File: config.mk
export PLATFORM = sky130hd
export DESIGN_NAME = cpbcc_bus_control
export DESIGN_NICKNAME = d
export VERILOG_FILES = /design/src/cpbcc_pkg.sv /design/src/cpbcc_lane_decode.sv /design/src/cpbcc_bus_control.sv
export SDC_FILE = /design/constraint.sdc
export NUM_CORES = 1
export LEC_CHECK = 0
export BUFFER_PORTS_ARGS = -buffer_cell sky130_fd_sc_hd__buf_2
export CAP_MARGIN = 10
export CORE_MARGIN = 1
export CORE_UTILIZATION = 42
export CTS_CLUSTER_DIAMETER = 200
export DETAILED_ROUTE_END_ITERATION = 6
export GPL_ROUTABILITY_DRIVEN = 0
export GPL_TIMING_DRIVEN = 0
export PLACE_DENSITY = 0.72
export RECOVER_POWER = 50
export SKIP_LAST_GASP = 1
export SLEW_MARGIN = 20
export SYNTH_ARGS = -nofsm -noshare
export SYNTH_HDL_FRONTEND = slang
export SYNTH_HIERARCHICAL = 1
export SYNTH_SLANG_ARGS = --single-unit
export TNS_END_PERCENT = 50
File: constraint.sdc
create_clock -name clk -period 2.85 [get_ports clk]
set_input_delay 0.57 -clock clk [delete_from_list [all_inputs] [get_ports clk]]
set_output_delay 0.57 -clock clk [all_outputs]
set_load 0.05 [all_outputs]
File: src/cpbcc_pkg.sv
// Shared constants and types for the processor-to-expansion-bus command control block
package cpbcc_pkg;

    // =====================================================================
    // Wait-state counts
    // =====================================================================
    localparam logic [2:0] WAITS_ZERO    = 3'h0;
    localparam logic [2:0] WAITS_WIDE    = 3'h1;
    localparam logic [2:0] WAITS_NARROW  = 3'h4;

    // =====================================================================
    // Alternate address-line-20 gate port
    // =====================================================================
    localparam logic [15:0] ALT_GATE_PORT    = 16'h0092;
    localparam logic        ALT_GATE_RESET   = 1'h0;

    // =====================================================================
    // Reset values of the pin drivers
    // =====================================================================
    localparam logic STROBE_IDLE   = 1'h1;
    localparam logic ALE_IDLE      = 1'h0;
    localparam logic XCVR_IDLE     = 1'h1;
    localparam logic CMDBUF_IDLE   = 1'h1;
    localparam logic OE_RELEASED   = 1'h1;

    // Number of on-board devices that can claim I/O space
    localparam int ONBOARD_COUNT = 5;

    // =====================================================================
    // Bus cycle sequencer states
    // =====================================================================
    typedef enum logic [1:0] {
        ST_IDLE = 2'b00,
        ST_TS   = 2'b01,
        ST_TC   = 2'b10,
        ST_DONE = 2'b11
    } cpbcc_state_t;

    // Decoded processor cycle kinds
    typedef enum logic [2:0] {
        K_IACK  = 3'b000,
        K_IO_RD = 3'b001,
        K_IO_WR = 3'b010,
        K_MRD   = 3'b011,
        K_MWR   = 3'b100,
        K_HALT  = 3'b101,
        K_NONE  = 3'b110
    } cpbcc_kind_t;

endpackage : cpbcc_pkg

File: src/cpbcc_lane_decode.sv
// Byte-lane decode from high-byte enable and latched address bit 0
`timescale 1ns/100ps
module cpbcc_lane_decode
    import cpbcc_pkg::*;
(
    input  wire logic highByteEnableN,   // Upper lane enable, active low
    input  wire logic addrBit0,          // Latched address bit 0
    output logic      wordXfer,          // Both lanes
    output logic      oddByte,           // Upper lane only
    output logic      evenByte           // Lower lane only
);

    // =====================================================================
    // Decode; both high is an unused combination and selects nothing
    // =====================================================================
    always_comb begin
        wordXfer = !highByteEnableN && !addrBit0;
        oddByte  = !highByteEnableN &&  addrBit0;
        evenByte =  highByteEnableN && !addrBit0;
    end

endmodule : cpbcc_lane_decode

File: src/cpbcc_bus_control.sv
// Processor-to-expansion-bus command control: strobes, ready, buffer and bit 20 control
//
// Behaviour
// - Assert ready low when transfer completes.
// - Address strobe starts cycle; detects newer processor.
// - Drive I/O read and write strobes.
// - Drive memory read and write strobes.
// - External master: strobes, bit 0, bit 20 inputs.
// - Pulse interrupt acknowledge in acknowledge cycles.
// - Address latch strobe high in first state.
// - High-byte enable is input under processor control.
// - Decode byte enable and bit 0 lanes.
// - Bit 20 gated by keyboard gate, port 92.
// - Zero-wait input ends cycle without waits.
// - Wide selects give 16-bit one-wait cycle.
// - Command buffer enabled during DMA and refresh.
// - Buffer enabled for I/O except coprocessor hits and on-board claims.
// - Buffer enabled for memory except on-board video.
// - Drive transceiver direction control.
// - Direction low for reads, acknowledge, DMA memory.
`timescale 1ns/100ps
module cpbcc_bus_control
    import cpbcc_pkg::*;
(
    input  wire logic                     clk,                // 100 MHz clock
    input  wire logic                     rst,                // Async reset, active high
    input  wire logic                     ce,                 // Clock enable, freezes all state
    input  wire logic                     addrStrobeN,        // Processor address strobe
    input  wire logic                     memIoSel,           // 1 memory, 0 I/O
    input  wire logic                     dataCodeSel,        // 1 data, 0 code
    input  wire logic                     writeRead,          // 1 write, 0 read
    input  wire logic [15:0]              cpuAddrLow,         // Processor address 15..0
    input  wire logic                     cpuAddrBit20,       // Processor address bit 20
    input  wire logic                     cpuDataBit1,        // Processor data bit 1
    input  wire logic                     highByteEnableN,    // Upper lane enable
    input  wire logic                     kbcAddr20Gate,      // Keyboard controller bit 20 gate
    input  wire logic                     zeroWaitN,          // Zero-wait request
    input  wire logic                     ioWideSelectN,      // 16-bit I/O select
    input  wire logic                     memWideSelectN,     // 16-bit memory select
    input  wire logic                     ioChannelReady,     // Channel ready, low adds waits
    input  wire logic                     masterN,            // External master owns bus
    input  wire logic                     dmaActive,          // DMA address enable
    input  wire logic                     refreshN,           // Refresh cycle in progress
    input  wire logic                     coprocHit,          // Coprocessor I/O address
    input  wire logic [ONBOARD_COUNT-1:0] onboardEnable,      // Per on-board device
    input  wire logic [ONBOARD_COUNT-1:0] onboardIoHit,       // Matching I/O address hits
    input  wire logic                     videoEnabled,       // On-board video enabled
    input  wire logic                     videoRomHit,        // Specified video BIOS ROM hit
    input  wire logic                     videoRamHit,        // Specified video memory hit
    output logic                          sysReadyN,          // Ready to processor
    output logic                          sysReadyOeN,        // Ready driver enable
    input  wire logic                     ioReadCmdIn,        // I/O read pin level
    output logic                          ioReadCmdN,         // I/O read drive
    input  wire logic                     ioWriteCmdIn,       // I/O write pin level
    output logic                          ioWriteCmdN,        // I/O write drive
    input  wire logic                     memReadCmdIn,       // Memory read pin level
    output logic                          memReadCmdN,        // Memory read drive
    input  wire logic                     memWriteCmdIn,      // Memory write pin level
    output logic                          memWriteCmdN,       // Memory write drive
    output logic                          cmdOeN,             // Strobe drivers enable
    input  wire logic                     latchedAddrBit0In,  // Bit 0 pin level
    output logic                          latchedAddrBit0,    // Bit 0 drive
    output logic                          latchedAddrBit0OeN, // Bit 0 driver enable
    output logic                          addrBit20,          // Gated address bit 20 drive
    output logic                          addrBit20OeN,       // Bit 20 driver enable
    output logic                          intAckN,            // Interrupt acknowledge
    output logic                          addrLatchEnable,    // Address latch strobe
    output logic                          cmdBufferEnableN,   // Command buffer enable
    output logic                          xcvrDirection,      // 1 processor drives bus
    output logic                          wordXfer,           // Word transfer
    output logic                          oddByte,            // Upper byte transfer
    output logic                          evenByte,           // Lower byte transfer
    output logic                          masterCmdSeen,      // Master drives a command
    output logic                          newCpuPresent       // Strobe activity seen
);

    // =====================================================================
    // Declarations
    // =====================================================================
    cpbcc_state_t state_reg;
    cpbcc_state_t state_next;
    cpbcc_kind_t  kind_reg;
    cpbcc_kind_t  kindDecode;
    cpbcc_kind_t  kindSel;
    logic [2:0]   waitCnt_reg;
    logic [2:0]   waitLoad;
    logic         altGate_reg;
    logic         dmaPrev_reg;
    logic         refreshPrev_reg;
    logic         masterActive;
    logic         inCycle;
    logic         isMem;
    logic         isIo;
    logic         dmaMemCycle;
    logic         onboardClaim;
    logic         videoClaim;
    logic         laneBit0;
    logic         laneWord;
    logic         laneOdd;
    logic         laneEven;

    assign masterActive = !masterN;
    assign onboardClaim = |(onboardEnable & onboardIoHit);
    assign videoClaim   = videoEnabled && (videoRomHit || videoRamHit);
    assign dmaMemCycle  = dmaActive && (!memReadCmdIn || !memWriteCmdIn);

    // =====================================================================
    // Cycle kind from processor status
    // =====================================================================
    always_comb begin
        kindDecode = K_NONE;
        unique case ({memIoSel, dataCodeSel, writeRead})
            3'b000: kindDecode = K_IACK;
            3'b001: kindDecode = K_NONE;
            3'b010: kindDecode = K_IO_RD;
            3'b011: kindDecode = K_IO_WR;
            3'b100: kindDecode = K_MRD;
            3'b101: kindDecode = K_HALT;
            3'b110: kindDecode = K_MRD;
            3'b111: kindDecode = K_MWR;
        endcase
    end

    // Outputs must settle on the edge that enters the first state
    assign kindSel = (state_reg == ST_IDLE) ? kindDecode : kind_reg;
    assign isMem   = (kindSel == K_MRD) || (kindSel == K_MWR);
    assign isIo    = (kindSel == K_IO_RD) || (kindSel == K_IO_WR);
    assign inCycle = (state_next != ST_IDLE);

    // =====================================================================
    // Wait-state selection
    // =====================================================================
    always_comb begin
        waitLoad = WAITS_NARROW;
        if (!zeroWaitN) begin
            waitLoad = WAITS_ZERO;
        end else if ((!ioWideSelectN && isIo) || (!memWideSelectN && isMem)) begin
            waitLoad = WAITS_WIDE;
        end
    end

    // =====================================================================
    // Sequencer
    // =====================================================================
    always_comb begin
        state_next = state_reg;
        unique case (state_reg)
            ST_IDLE: begin
                if (!masterActive && !addrStrobeN) begin
                    state_next = ST_TS;
                end
            end
            ST_TS: begin
                if ((kind_reg == K_HALT) || (kind_reg == K_NONE)) begin
                    state_next = ST_DONE;
                end else begin
                    state_next = ST_TC;
                end
            end
            ST_TC: begin
                // Zero-wait request may arrive late and still cut the cycle short
                if (!zeroWaitN) begin
                    state_next = ST_DONE;
                end else if ((waitCnt_reg == WAITS_ZERO) && ioChannelReady) begin
                    state_next = ST_DONE;
                end
            end
            ST_DONE: begin
                state_next = ST_IDLE;
            end
        endcase
    end

    always_ff @(posedge clk or posedge rst) begin
        if (rst) begin
            state_reg <= ST_IDLE;
        end else if (ce) begin
            state_reg <= state_next;
        end
    end

    always_ff @(posedge clk or posedge rst) begin
        if (rst) begin
            kind_reg <= K_NONE;
        end else if (ce && (state_reg == ST_IDLE) && (state_next == ST_TS)) begin
            kind_reg <= kindDecode;
        end
    end

    // The count runs down in the command state whatever channel ready does; ready low only holds the cycle once the count is zero
    always_ff @(posedge clk or posedge rst) begin
        if (rst) begin
            waitCnt_reg <= WAITS_ZERO;
        end else if (ce) begin
            if (state_reg == ST_TS) begin
                waitCnt_reg <= waitLoad;
            end else if ((state_reg == ST_TC) && (waitCnt_reg != WAITS_ZERO)) begin
                waitCnt_reg <= waitCnt_reg - 3'h1;
            end
        end
    end

    // =====================================================================
    // Ready and newer-processor detection
    // =====================================================================
    always_ff @(posedge clk or posedge rst) begin
        if (rst) begin
            sysReadyN   <= STROBE_IDLE;
            sysReadyOeN <= OE_RELEASED;
        end else if (ce) begin
            sysReadyN   <= !(state_next == ST_DONE);
            sysReadyOeN <= masterActive;
        end
    end

    always_ff @(posedge clk or posedge rst) begin
        if (rst) begin
            newCpuPresent <= 1'h0;
        end else if (ce && !addrStrobeN) begin
            newCpuPresent <= 1'h1;
        end
    end

    // =====================================================================
    // Command strobes and pin direction
    // =====================================================================
    always_ff @(posedge clk or posedge rst) begin
        if (rst) begin
            ioReadCmdN   <= STROBE_IDLE;
            ioWriteCmdN  <= STROBE_IDLE;
            memReadCmdN  <= STROBE_IDLE;
            memWriteCmdN <= STROBE_IDLE;
            intAckN      <= STROBE_IDLE;
        end else if (ce) begin
            ioReadCmdN   <= !((state_next == ST_TC) && (kindSel == K_IO_RD));
            ioWriteCmdN  <= !((state_next == ST_TC) && (kindSel == K_IO_WR));
            memReadCmdN  <= !((state_next == ST_TC) && (kindSel == K_MRD));
            memWriteCmdN <= !((state_next == ST_TC) && (kindSel == K_MWR));
            intAckN      <= !((state_next == ST_TC) && (kindSel == K_IACK));
        end
    end

    // Drivers released while a master owns the bus so it can drive the lines
    always_ff @(posedge clk or posedge rst) begin
        if (rst) begin
            cmdOeN             <= OE_RELEASED;
            latchedAddrBit0OeN <= OE_RELEASED;
            addrBit20OeN       <= OE_RELEASED;
        end else if (ce) begin
            cmdOeN             <= masterActive;
            latchedAddrBit0OeN <= masterActive;
            addrBit20OeN       <= masterActive;
        end
    end

    always_ff @(posedge clk or posedge rst) begin
        if (rst) begin
            masterCmdSeen <= 1'h0;
        end else if (ce) begin
            masterCmdSeen <= masterActive && (!ioReadCmdIn || !ioWriteCmdIn
                                              || !memReadCmdIn || !memWriteCmdIn);
        end
    end

    // =====================================================================
    // Address latch strobe
    // =====================================================================
    always_ff @(posedge clk or posedge rst) begin
        if (rst) begin
            dmaPrev_reg     <= 1'h0;
            refreshPrev_reg <= 1'h1;
        end else if (ce) begin
            dmaPrev_reg     <= dmaActive;
            refreshPrev_reg <= refreshN;
        end
    end

    // Pulse ends on the next edge; bus devices capture on that falling edge
    always_ff @(posedge clk or posedge rst) begin
        if (rst) begin
            addrLatchEnable <= ALE_IDLE;
        end else if (ce) begin
            addrLatchEnable <= (state_next == ST_TS)
                               || (dmaActive && !dmaPrev_reg)
                               || (!refreshN && refreshPrev_reg);
        end
    end

    // =====================================================================
    // Byte lanes and latched address bit 0
    // =====================================================================
    always_ff @(posedge clk or posedge rst) begin
        if (rst) begin
            latchedAddrBit0 <= 1'h0;
        end else if (ce && (state_reg == ST_IDLE) && (state_next == ST_TS)) begin
            latchedAddrBit0 <= cpuAddrLow[0];
        end
    end

    assign laneBit0 = masterActive ? latchedAddrBit0In : latchedAddrBit0;

    cpbcc_lane_decode u_lane (
        .highByteEnableN (highByteEnableN),
        .addrBit0        (laneBit0),
        .wordXfer        (laneWord),
        .oddByte         (laneOdd),
        .evenByte        (laneEven)
    );

    always_ff @(posedge clk or posedge rst) begin
        if (rst) begin
            wordXfer <= 1'h0;
            oddByte  <= 1'h0;
            evenByte <= 1'h0;
        end else if (ce) begin
            wordXfer <= laneWord;
            oddByte  <= laneOdd;
            evenByte <= laneEven;
        end
    end

    // =====================================================================
    // Address line 20 gating
    // =====================================================================
    // Port write takes effect when the write cycle completes
    always_ff @(posedge clk or posedge rst) begin
        if (rst) begin
            altGate_reg <= ALT_GATE_RESET;
        end else if (ce && (state_reg == ST_TC) && (state_next == ST_DONE)
                     && (kind_reg == K_IO_WR) && (cpuAddrLow == ALT_GATE_PORT)) begin
            altGate_reg <= cpuDataBit1;
        end
    end

    always_ff @(posedge clk or posedge rst) begin
        if (rst) begin
            addrBit20 <= 1'h0;
        end else if (ce) begin
            addrBit20 <= cpuAddrBit20 && (kbcAddr20Gate || altGate_reg);
        end
    end

    // =====================================================================
    // Command buffer enable
    // =====================================================================
    always_ff @(posedge clk or posedge rst) begin
        if (rst) begin
            cmdBufferEnableN <= CMDBUF_IDLE;
        end else if (ce) begin
            if (dmaActive || !refreshN) begin
                cmdBufferEnableN <= 1'h0;
            end else if (inCycle && isIo) begin
                cmdBufferEnableN <= coprocHit || onboardClaim;
            end else if (inCycle && isMem) begin
                cmdBufferEnableN <= videoClaim;
            end else begin
                cmdBufferEnableN <= CMDBUF_IDLE;
            end
        end
    end

    // =====================================================================
    // Transceiver direction
    // =====================================================================
    always_ff @(posedge clk or posedge rst) begin
        if (rst) begin
            xcvrDirection <= XCVR_IDLE;
        end else if (ce) begin
            if (dmaActive) begin
                xcvrDirection <= !dmaMemCycle;
            end else if (inCycle && ((kindSel == K_IACK) || (kindSel == K_MRD)
                                     || (kindSel == K_IO_RD))) begin
                xcvrDirection <= 1'h0;
            end else begin
                xcvrDirection <= XCVR_IDLE;
            end
        end
    end

endmodule : cpbcc_bus_control

## After elaboration in Yosys (flattened, before gate mapping)

Memory sizes are Yosys's and may differ from the RTL's.
Index checks and enable logic that the tools add are counted.

| operators by class | value |
|---|---|
| $add $sub $neg | 1 |
| equality and inequality tests | 14 |
| muxes and demuxes | 16 |
| bitwise gates (word level) | 1 |
| reduce and logical (&&, ||, !) cells | 72 |

Operators with widths:

| operator | number |
|---|---|
| logical AND 1 bit | 29 |
| zero test 1 bit | 19 |
| equality test 16 x 8 -> 1 bit, second input constant | 1 |
| logical OR 1 bit | 16 |
| 2-to-1 mux 3 bit | 5 |
| equality test 3 x 2 -> 1 bit, second input constant | 3 |
| equality test 3 bit, second input constant | 3 |
| equality test 2 bit, second input constant | 4 |
| case mux 2 bit (4 select lines) | 1 |
| 2-to-1 mux 1 bit | 7 |
| zero test 3 bit | 2 |
| 2-to-1 mux 2 bit | 3 |
| bitwise AND 5 bit | 1 |
| OR reduction 5 bit | 1 |
| equality test 2 x 1 -> 1 bit, second input constant | 2 |
| nonzero test 2 bit | 2 |
| equality test 3 x 1 -> 1 bit, second input constant | 1 |
| nonzero test 3 bit | 1 |
| subtractor 3 x 1 -> 3 bit, second input constant | 1 |
| zero test 2 bit | 1 |
| AND reduction 2 bit | 1 |

| word-level totals | value |
|---|---|
| register bits after elaboration | 28 |
| bits in read-only memories | 24 |
| input port bits | 53 |
| word-level logic and storage cells | 128 |
| memories | 1 |

Memory list:

| memory | words | bits a word | rd ports | clocked after memory_dff | wr ports | line | text |
|---|---|---|---|---|---|---|---|
| (no name shown) | 8 | 3 | 1 | 0 | 0 | cpbcc_bus_control.sv:112 | `unique case ({memIoSel, dataCodeSel, writeRead})` |

## Longest topological paths before layout

Gate-level depths: netlist of the first run.

| logic depth | value |
|---|---|
| word-level depth | 10 |
| depth in mapped cells | 7 |
| mapped depth without buffers | 7 |

## Hierarchy

Netlist of the first run, hierarchy kept.

Modules (own cells, without submodules):

| module | instances | cells an instance | area an instance (µm²) | seq. area each (µm²) |
|---|---|---|---|---|
| cpbcc_bus_control | 1 | 175 | 1,709.1 | 715.7 |
| cpbcc_lane_decode | 1 | 3 | 18.8 | 0.0 |

## Least setup slack after synthesis of the first run

OpenSTA, ideal clock, no wires.

| timing path | value |
|---|---|
| path kind | reg-to-reg |
| start point | register state_reg[0] |
| end point | register altGate_reg |
| setup time | 0.128 ns |
| arrival | 1.792 ns |
| slack | 0.930 ns |
| stages on the path, launching flop included | 8 |
| path buffers | 0 |
| period minus slack after synthesis | 1.920 ns |
| cells stage by stage | dfrtp_1 inv_1 ha_1 nor2_1 a31o_1 o32a_4 nor4_2 mux2_1 |

| between the ends | value |
|---|---|
| longest elaborated chain between the ends | 7 |

Ends and longest elaborated chain:

| element | line | text |
|---|---|---|
| start, declared | cpbcc_bus_control.sv:80 | `cpbcc_state_t state_reg;` |
| start signal, assigned | cpbcc_bus_control.sv:178 | `state_reg <= state_next;` |
| 2-to-1 mux 2 bit | cpbcc_bus_control.sv:164 | `end else if ((waitCnt_reg == WAITS_ZERO) && ioChannelReady) begin` |
| 2-to-1 mux 2 bit | cpbcc_bus_control.sv:162 | `if (!zeroWaitN) begin` |
| case mux 2 bit (4 select lines) | cpbcc_bus_control.sv:147 | `unique case (state_reg)` |
| equality test 2 bit | cpbcc_bus_control.sv:329 | `end else if (ce && (state_reg == ST_TC) && (state_next == ST_DONE)` |
| logical AND 1 bit * | cpbcc_bus_control.sv:329 |  |
| logical AND 1 bit * (2 in a row) | cpbcc_bus_control.sv:330 | `&& (kind_reg == K_IO_WR) && (cpuAddrLow == ALT_GATE_PORT)) begin` |
| end signal, assigned | cpbcc_bus_control.sv:331 | `altGate_reg <= cpuDataBit1;` |
| end, declared | cpbcc_bus_control.sv:87 | `logic altGate_reg;` |

Mark *: on every way between the ends. The rest lies on a longest branch, timed or not.
A chain may end at the register's enable or synchronous reset.

## Final worst setup path of the first run

| timing path | value |
|---|---|
| start point | register state_reg[0] |
| end point | register kind_reg[0] |

| between the ends | value |
|---|---|
| longest elaborated chain between the ends | 5 |

Ends and longest elaborated chain:

| element | line | text |
|---|---|---|
| 2-to-1 mux 2 bit | cpbcc_bus_control.sv:164 |  |
| 2-to-1 mux 2 bit | cpbcc_bus_control.sv:162 |  |
| case mux 2 bit (4 select lines) | cpbcc_bus_control.sv:147 |  |
| equality test 2 x 1 -> 1 bit | cpbcc_bus_control.sv:185 | `end else if (ce && (state_reg == ST_IDLE) && (state_next == ST_TS)) begin` |
| logical AND 1 bit * | cpbcc_bus_control.sv:185 |  |
| end signal, assigned | cpbcc_bus_control.sv:186 | `kind_reg <= kindDecode;` |
| end, declared | cpbcc_bus_control.sv:82 | `cpbcc_kind_t kind_reg;` |

Marks and branches as above.

==> impl_metrics.env, run 1 <==
export IMPL_status="finished, final reports clean"
export IMPL_synth_top_area_cell="dfrtp_1"
export IMPL_tritoncts="yes"
export IMPL_wl_um=3940
export IMPL_clockBufferDepth=2
export IMPL_p_per_area_mw_per_mm2=912
export IMPL_hold_worst_slack_ns=0.469
export IMPL_synth_compound_area_share=0.193
export IMPL_synthMuxAreaShare=0.0898
export IMPL_routedWlPerCell_um=13.1
export IMPL_synthTopCellsByArea="dfrtp_1 (23%), dfstp_2 (18%), mux2_2 (4.6%)"
export IMPL_antenna_found_initial=0
export IMPL_initial_core_util=0.455
export IMPL_clk_latency_ns=0.28
export IMPL_overflow=0
export IMPL_area_growth_pct=25.9
export IMPL_slew_headroom=0.316
export IMPL_synthAdderAreaFrac=0.0434
export IMPL_min_to="newCpuPresent"
export IMPL_grt_pass1_vias=1359
export IMPL_setup_viol=0
export IMPL_synth_edff_count=0
export IMPL_ff2ff_setup_slack_ns=0.73
export IMPL_grt_pass1_wl_um=6110
export IMPL_r2r_start="state_reg[0]"
export IMPL_core_area_mm2=0.00380
export IMPL_synth_cell_type_count=47
export IMPL_worst_path_max_fanout=9
export IMPL_htree_levels=1
export IMPL_startpoint="state_reg[0]"
export IMPL_place_hpwl_um=3090
export IMPL_async_flop_share=1.00
export IMPL_first_iter_violations=78
export IMPL_n_fill_cell=353
export IMPL_end_kind="register"
export IMPL_drtPass1Iterations=4
export IMPL_postCtsHoldBufs=0
export IMPL_diodes=0
export IMPL_die_area_mm2=0.00437
export IMPL_synth_seq_cells=28
export IMPL_tns_ns=0
export IMPL_critPathMaxStageDelay_ns=0.42
export IMPL_cts_inserted_buffers=3
export IMPL_drc=0
export IMPL_synthesis_nets=237
export IMPL_path_buf_inv=1
export IMPL_worst_path_stages=7
export IMPL_die_h_um=66.1
export IMPL_drtAntennaViolNets=0
export IMPL_post_cts_setup_buffer_count=0
export IMPL_syn_avg_cell_area_um2=9.71
export IMPL_rsz0062_at_grt="no"
export IMPL_root_buffer="clkbuf_8"
export IMPL_synth_xor_area_share=0.0101
export IMPL_nNetsFinal=312
export IMPL_clock_sinks=28
export IMPL_maxSlewViolCount=0
export IMPL_netlist_area_mm2=0.00173
export IMPL_critical_path_top_delay_family="compound AO/OA/AOI/OAI gates"
export IMPL_crit_required_ns=3.01
export IMPL_p_leak_nw=1.01
export IMPL_track_usage=0.186
export IMPL_cp_start_kind="register"
export IMPL_num_rows=22
export IMPL_r2r_end="kind_reg[0]"
export IMPL_synth_top_area_share=0.232
export IMPL_hold_viol=0
export IMPL_vias=1560
export IMPL_crit_type="reg -> reg"
export IMPL_fmax_mhz=471
export IMPL_boundaryPins=73
export IMPL_irDropWorstVdd_mv=0.612
export IMPL_synth_cells=178
export IMPL_whs_path_depth=1
export IMPL_hp_start="newCpuPresent"
export IMPL_seq_area_um2=716
export IMPL_synth_simple_area_share=0.196
export IMPL_multiInputGateArea_um2=918
export IMPL_drv_cap=0
export IMPL_crit_slowest_cell="dfrtp_1"
export IMPL_layout_commonest_cell="buf_2"
export IMPL_path_cells="inv_1 -> ha_1 -> nor2_1 -> a31o_1 -> o32a_4 -> nor3_4 -> mux2_4"
export IMPL_die_x_um=66.1
export IMPL_finalClockSkew_ns=0.00554
export IMPL_clkSlewWorstSetupHoldPaths_ns=0.09
export IMPL_final_min_clock_period_ns=2.12
export IMPL_hold_class="reg -> reg"
export IMPL_synth_top_family_by_area="simple AND/OR/NAND/NOR gates"
export IMPL_seq_area_frac_synth=0.414
export IMPL_critical_path_arrival_ns=2.29
export IMPL_tightest_slew_ns=1.03
export IMPL_portBuffers=70
export IMPL_ys_flop_type="dfrtp_1"
export IMPL_grt_max_degree=29
export IMPL_period_share=0.745
export IMPL_yosys_warnings=6
export IMPL_final_cell_mix="buf_2 (63), dfrtp_1 (16), clkbuf_1 (15)"
export IMPL_rr_worst_depth=7
export IMPL_drive_gt1_frac=0.389
export IMPL_vias_per_cell=5.20
export IMPL_cts_resized=0
==> worst max path at each step <==
stage | to | slack (ns)
4_1_cts | kind_reg[0] | 0.72
5_1_grt | kind_reg[0] | 0.61
6_report | kind_reg[0] | 0.73
2_1_floorplan | altGate_reg | 0.93
3_5_place_dp | kind_reg[0] | 0.74
3_3_place_gp | latchedAddrBit0 | 0.74
==> layout make-up <==
cell class / count / share of cell area
well taps: 48 / 0.0276
multi-input cells: 128 / 0.422
plain buffers: 10 / 0.0224
repair buffers: 70 / 0.157
flip-flops and latches: 28 / 0.329
inverters: 12 / 0.0207
clock buffers: 4 / 0.0207
==> logic make-up after synthesis <==
family          count (synthesis)
simple gates                   58
compound gates                 49
flops                          28
buf+inv                        22
mux                            13
fa+ha+maj                       6
xor+xnor                        2
==> power breakdown <==
group	switching, W	internal [W]
Clock	0.000121	0.000100
Sequential	0.0000953	0.000556
Combinational	0.000696	0.000414
==> synthesized netlist by cell type (all sizes together), types with 2 or more instances <==
master	n
o21ai	13
a41oi	2
mux2i	2
buf	3
nand3b	4
nor4b	2
dfrtp	16
o211ai	3
mux2	11
a22oi	3
inv	12
nand2	8
nand2b	7
a31o	3
a21oi	13
nor4	3
nor2b	3
clkbuf	7
nor3	4
nand3	3
dfstp	12
nor2	14
o22ai	2
o22a	2
a21o	2
ha	6
and2	2
or2b	2
==> metal layers <==
layer  global-route usage  wire [µm]
met4               0.0878         90
met2                0.282       1790
met1                0.266       1850
met5                    0          0
met3               0.0172        208
==> metrics by stage <==
stage	setup WS, ns	instances	total power, W	utilization	instance area, µm²
finish	0.726	300	0.00198	0.572	2170
global placement	0.745	296	0.00176	0.563	2140
CTS	0.721	300	0.00200	0.575	2180
floorplan	0.930	178	0.00152	-	1730
global route	0.609	300	0.00213	0.572	2170
detailed placement	0.742	296	0.00177	0.563	2140
Power figures use the tool's default switching activity.
==> run 2, diff against run 1 <==
==> constraint.sdc (replaced) <==
create_clock -name clk -period 2.16 [get_ports clk]
set_input_delay 0.432 -clock clk [delete_from_list [all_inputs] [get_ports clk]]
set_output_delay 0.432 -clock clk [all_outputs]
set_load 0.05 [all_outputs]
==> run 2 against run 1 <==
Net effect: clock skew is 0.0016 ns lower; non-clock buffer count unchanged; flip-flop and latch count did not move; total power increased by 34%; combinational power up 35%; largest cell class unchanged; largest power group unchanged.
==> impl_metrics.env, run 2 (synthesis results as in run 1) <==
export IMPL_drc=0
export IMPL_end_kind="register"
export IMPL_fmax_mhz=491
export IMPL_hold_class="in -> reg"
export IMPL_path_cells="inv_1 -> ha_1 -> nand2b_1 -> o211a_1 -> o32a_4 -> nor4_4 -> mux2_1"
export IMPL_fin_ws_ns=0.122
export IMPL_clkSlewWorstSetupHoldPaths_ns=0.09
export IMPL_final_min_clock_period_ns=2.04
export IMPL_drtPass1Iterations=4
export IMPL_post_cts_setup_buffer_count=0
export IMPL_antenna_found_initial=0
export IMPL_cts_inserted_buffers=3
export IMPL_worst_path_max_fanout=9
export IMPL_clockBufferDepth=2
export IMPL_vias_per_cell=5.19
export IMPL_root_buffer="clkbuf_8"
export IMPL_path_buf_inv=1
export IMPL_worst_path_stages=7
export IMPL_grt_pass1_wl_um=6110
export IMPL_critical_path_arrival_ns=2.20
export IMPL_crit_slowest_cell="dfrtp_1"
export IMPL_status="finished, final reports clean"
export IMPL_core_area_mm2=0.00380
export IMPL_drtAntennaViolNets=0
export IMPL_nNetsFinal=312
export IMPL_cp_start_kind="register"
export IMPL_tritoncts="yes"
export IMPL_overflow=0
export IMPL_pre_cts_ws_ns=0.0521
export IMPL_p_leak_nw=1.01
export IMPL_first_iter_violations=116
export IMPL_drv_cap=0
export IMPL_setup_viol=0
export IMPL_hold_viol=0
export IMPL_clock_sinks=28
export IMPL_crit_required_ns=2.32
export IMPL_area_growth_pct=27.4
export IMPL_place_hpwl_um=3090
export IMPL_die_h_um=66.1
export IMPL_irDropWorstVdd_mv=0.796
export IMPL_tns_ns=0
export IMPL_num_rows=22
export IMPL_die_area_mm2=0.00437
export IMPL_initial_core_util=0.455
export IMPL_p_per_area_mw_per_mm2=1210
export IMPL_grt_max_degree=29
export IMPL_rsz0062_at_grt="no"
export IMPL_track_usage=0.186
export IMPL_ff2ff_setup_slack_ns=0.12
export IMPL_final_cell_mix="buf_2 (63), dfrtp_1 (16), clkbuf_1 (15)"
export IMPL_diodes=0
export IMPL_whs_path_depth=2
export IMPL_die_x_um=66.1
export IMPL_slew_headroom=0.318
export IMPL_boundaryPins=73
export IMPL_routedWlPerCell_um=13.3
export IMPL_tightest_slew_ns=1.02
export IMPL_crit_type="reg -> reg"
export IMPL_maxSlewViolCount=0
export IMPL_critical_path_top_delay_family="compound AO/OA/AOI/OAI gates"
export IMPL_rr_worst_depth=7
export IMPL_period_share=0.944
export IMPL_portBuffers=70
export IMPL_n_fill_cell=349
export IMPL_critPathMaxStageDelay_ns=0.41
export IMPL_vias=1556
export IMPL_layout_commonest_cell="buf_2"
export IMPL_drive_gt1_frac=0.405
export IMPL_wl_um=3980
export IMPL_finalClockSkew_ns=0.00395
export IMPL_htree_levels=1
export IMPL_clk_latency_ns=0.27
export IMPL_grt_pass1_vias=1359
-- run 2: cell counts in the layout (fill, tap and decap cells not counted) --
No cell type changed its count.
-- run 2: routing by layer --
| layer | track usage | vias to the layer above | part of all wire |
|---|---|---|---|
| li1 | - | 784 | - |
| met5 | 0 | - | 0 |
| met3 | 0.0172 | 9 | 0.043 |
| met4 | 0.0878 | 0 | 0.023 |
| met1 | 0.266 | 713 | 0.48 |
| met2 | 0.282 | 50 | 0.46 |
-- run 2: stage by stage --
stage / util / power [W] / instances / instance area [µm²] / hold slack, ns
3_5_place_dp: 0.563 / 0.00234 / 296 / 2140 / 0.446
4_1_cts: 0.575 / 0.00264 / 300 / 2180 / 0.341
3_3_place_gp: 0.563 / 0.00232 / 296 / 2140 / 0.445
6_report: 0.579 / 0.00266 / 300 / 2200 / 0.347
2_1_floorplan: - / 0.00201 / 178 / 1730 / 0.459
5_1_grt: 0.579 / 0.00285 / 300 / 2200 / 0.351
-- run 2: area by class of cell --
type / count / area, µm² / area share
clock buffers: 4 / 45.0 / 0.0205
inverters: 12 / 45.0 / 0.0205
well taps: 48 / 60.1 / 0.0273
plain buffers: 10 / 48.8 / 0.0222
flip-flops and latches: 28 / 716 / 0.325
repair buffers: 70 / 342 / 0.155
multi-input cells: 128 / 945 / 0.429
-- run 2: worst paths after layout --
| path | startpoint | to |
|---|---|---|
| worst max register to register | waitCnt_reg[0] | altGate_reg |
| worst min-delay path | masterN | addrBit20OeN |
| worst max-delay path | waitCnt_reg[0] | altGate_reg |
| min in group asynchronous | rst | dmaPrev_reg |
| worst min register to register | newCpuPresent | newCpuPresent |
| max in group asynchronous | rst | kind_reg[0] |
-- run 2: report_power, final --
| part | internal, W | leakage [nW] | total (W) | switching [W] |
|---|---|---|---|---|
| Combinational | 0.000562 | 0.671 | 0.00150 | 0.000939 |
| Clock | 0.000132 | 0.0228 | 0.000293 | 0.000161 |
| Sequential | 0.000734 | 0.321 | 0.000867 | 0.000133 |
-- run 2: timing repair --
item | CTS | global route
hold buffers | 0 | 0
hold endpoints to repair | 0 | 0
setup endpoints to repair | 0 | 4
resized for setup | 0 | 6
==> run 3, diff against run 2 <==
==> constraint.sdc (replaced) <==
create_clock -name clk -period 2.1 [get_ports clk]
set_input_delay 0.42 -clock clk [delete_from_list [all_inputs] [get_ports clk]]
set_output_delay 0.42 -clock clk [all_outputs]
set_load 0.05 [all_outputs]
==> run 3 against run 2 <==
Net effect: worst hold slack lost 0.012 ns; sequential power grew 2.9%; die area unchanged; wire length is 0.48% higher.
==> impl_metrics.env, run 3 (synthesis results as in run 1) <==
export IMPL_track_usage=0.186
export IMPL_clkSlewWorstSetupHoldPaths_ns=0.09
export IMPL_switching_share=0.459
export IMPL_die_x_um=66.1
export IMPL_drc=0
export IMPL_critPathMaxStageDelay_ns=0.43
export IMPL_crit_required_ns=2.26
export IMPL_seq_area_um2=716
export IMPL_crit_slowest_cell="dfrtp_1"
export IMPL_n_fill_cell=350
export IMPL_overflow=0
export IMPL_ff2ff_setup_slack_ns=0.1
export IMPL_tritoncts="yes"
export IMPL_hold_viol=0
export IMPL_hp_start="masterN"
export IMPL_core_area_mm2=0.00380
export IMPL_hold_class="in -> reg"
export IMPL_end_kind="register"
export IMPL_maxSlewViolCount=0
export IMPL_drive_gt1_frac=0.413
export IMPL_rr_worst_depth=7
export IMPL_critical_path_arrival_ns=2.16
export IMPL_status="finished, final reports clean"
export IMPL_period_share=0.952
export IMPL_crit_type="reg -> reg"
export IMPL_first_iter_violations=69
export IMPL_p_seq_frac=0.321
export IMPL_tightest_slew_ns=1.02
export IMPL_nNetsFinal=314
export IMPL_drtAntennaViolNets=0
export IMPL_diodes=0
export IMPL_root_buffer="clkbuf_8"
export IMPL_clock_sinks=28
export IMPL_routedWlPerCell_um=13.2
export IMPL_rsz0062_at_grt="yes"
export IMPL_die_h_um=66.1
export IMPL_power_net_switching_w=0.00128
export IMPL_slew_headroom=0.318
export IMPL_p_per_area_mw_per_mm2=1250
export IMPL_p_leak_nw=1.02
export IMPL_worst_path_max_fanout=4
export IMPL_pwr_share_clk=0.108
export IMPL_grt_pass1_vias=1358
export IMPL_stdcell_count=302
export IMPL_multiInputGateArea_um2=945
export IMPL_drtPass1Iterations=4
export IMPL_path_cells="inv_2 -> ha_2 -> nor2_1 -> a31o_1 -> o32a_4 -> nor4_4 -> mux2_1"
export IMPL_num_rows=22
export IMPL_vias_per_cell=5.20
export IMPL_clk_latency_ns=0.28
export IMPL_min_to="addrBit20OeN"
export IMPL_p_int_w=0.00150
export IMPL_r2r_end="altGate_reg"
export IMPL_final_min_clock_period_ns=2.00
export IMPL_comb_power_share=0.571
export IMPL_portBuffers=70
export IMPL_grt_max_degree=29
export IMPL_finalClockSkew_ns=0.00505
export IMPL_initial_core_util=0.455
export IMPL_whs_path_depth=2
export IMPL_hold_worst_slack_ns=0.335
export IMPL_area_growth_pct=28.2
export IMPL_wl_um=3990
export IMPL_antenna_found_initial=0
export IMPL_r2r_start="state_reg[0]"
export IMPL_die_area_mm2=0.00437
export IMPL_fmax_mhz=500
export IMPL_cp_start_kind="register"
export IMPL_irDropWorstVdd_mv=0.838
export IMPL_setup_viol=0
export IMPL_vias=1569
export IMPL_grt_pass1_wl_um=6110
export IMPL_layout_commonest_cell="buf_2"
export IMPL_boundaryPins=73
export IMPL_final_cell_mix="buf_2 (63), dfrtp_1 (16), clkbuf_1 (15)"
export IMPL_postCtsHoldBufs=0
export IMPL_startpoint="state_reg[0]"
export IMPL_placed_cells=296
export IMPL_cts_inserted_buffers=3
export IMPL_clockBufferDepth=2
export IMPL_drv_cap=0
export IMPL_htree_levels=1
export IMPL_place_hpwl_um=3090
## run 3: cell types whose count changed in the layout (fill, tap and decap cells not counted), sizes merged
cell	previous run	this run
buf	66	68
## run 3: worst max-delay path by stage
stage | end | slack [ns] | cells past startpoint
after floorplan | altGate_reg | 0.18 | 7
after global placement | latchedAddrBit0 | -0.005 | 7
after detailed placement | kind_reg[0] | -0.008 | 7
after CTS | altGate_reg | -0.01 | 7
after global routing | waitCnt_reg[0] | -0.003 | 7
final | altGate_reg | 0.1 | 7
## run 3: layout make-up
type | instances | area share
Buffer | 10 | 0.0220
Clock buffer | 4 | 0.0203
Inverter | 12 | 0.0203
Multi-Input combinational cell | 128 | 0.426
Sequential cell | 28 | 0.323
Tap cell | 48 | 0.0271
Timing Repair Buffer | 72 | 0.161
## run 3: worst max-delay path, delay by kind of cell, from the launching register on
kind / cells / cell delay [ns]
AND/OR/NAND/NOR: 2 / 0.33
buffers and inverters: 1 / 0.13
AO/OA/AOI/OAI: 2 / 0.44
multiplexers: 1 / 0.34
flip-flops: 1 / 0.43
adder cells (fa/ha/maj): 1 / 0.23
## run 3: layer usage
layer | track usage | wire [µm] | part of all wire
met4 | 0.0878 | 94 | 0.024
met1 | 0.266 | 1880 | 0.47
met3 | 0.0172 | 185 | 0.046
met2 | 0.282 | 1830 | 0.46
met5 | 0 | 0 | 0
## run 3: metrics by stage
stage / setup slack, ns / setup TNS (ns) / power (W) / cell area [µm²] / utilization
final: 0.0999 / 0 / 0.00278 / 2220 / 0.583
after detailed placement: -0.00786 / -0.0152 / 0.00241 / 2140 / 0.563
after CTS: -0.0125 / -0.0125 / 0.00272 / 2180 / 0.575
after floorplan: 0.180 / 0 / 0.00206 / 1730 / -
after global routing: -0.00347 / -0.00347 / 0.00298 / 2220 / 0.583
after global placement: -0.00518 / -0.00887 / 0.00239 / 2140 / 0.563
## run 3: what timing repair did
item | 4_1_cts | 5_1_grt
pin swaps | 1 | 1
gates cloned | 0 | 0
setup buffers | 0 | 2
gates resized for setup | 0 | 7
endpoints found under the setup margin | 3 | 5
## run 3: power by group through the flow
| stage | sequential [W] | combinational (W) | clock [W] |
|---|---|---|---|
| 6_report | 0.000892 | 0.00159 | 0.000300 |
| 5_1_grt | 0.000920 | 0.00172 | 0.000337 |
| 4_1_cts | 0.000881 | 0.00152 | 0.000318 |
| 3_5_place_dp | 0.000892 | 0.00152 | 0 |
| 3_3_place_gp | 0.000888 | 0.00150 | 0 |
| 2_1_floorplan | 0.00117 | 0.000895 | 0 |
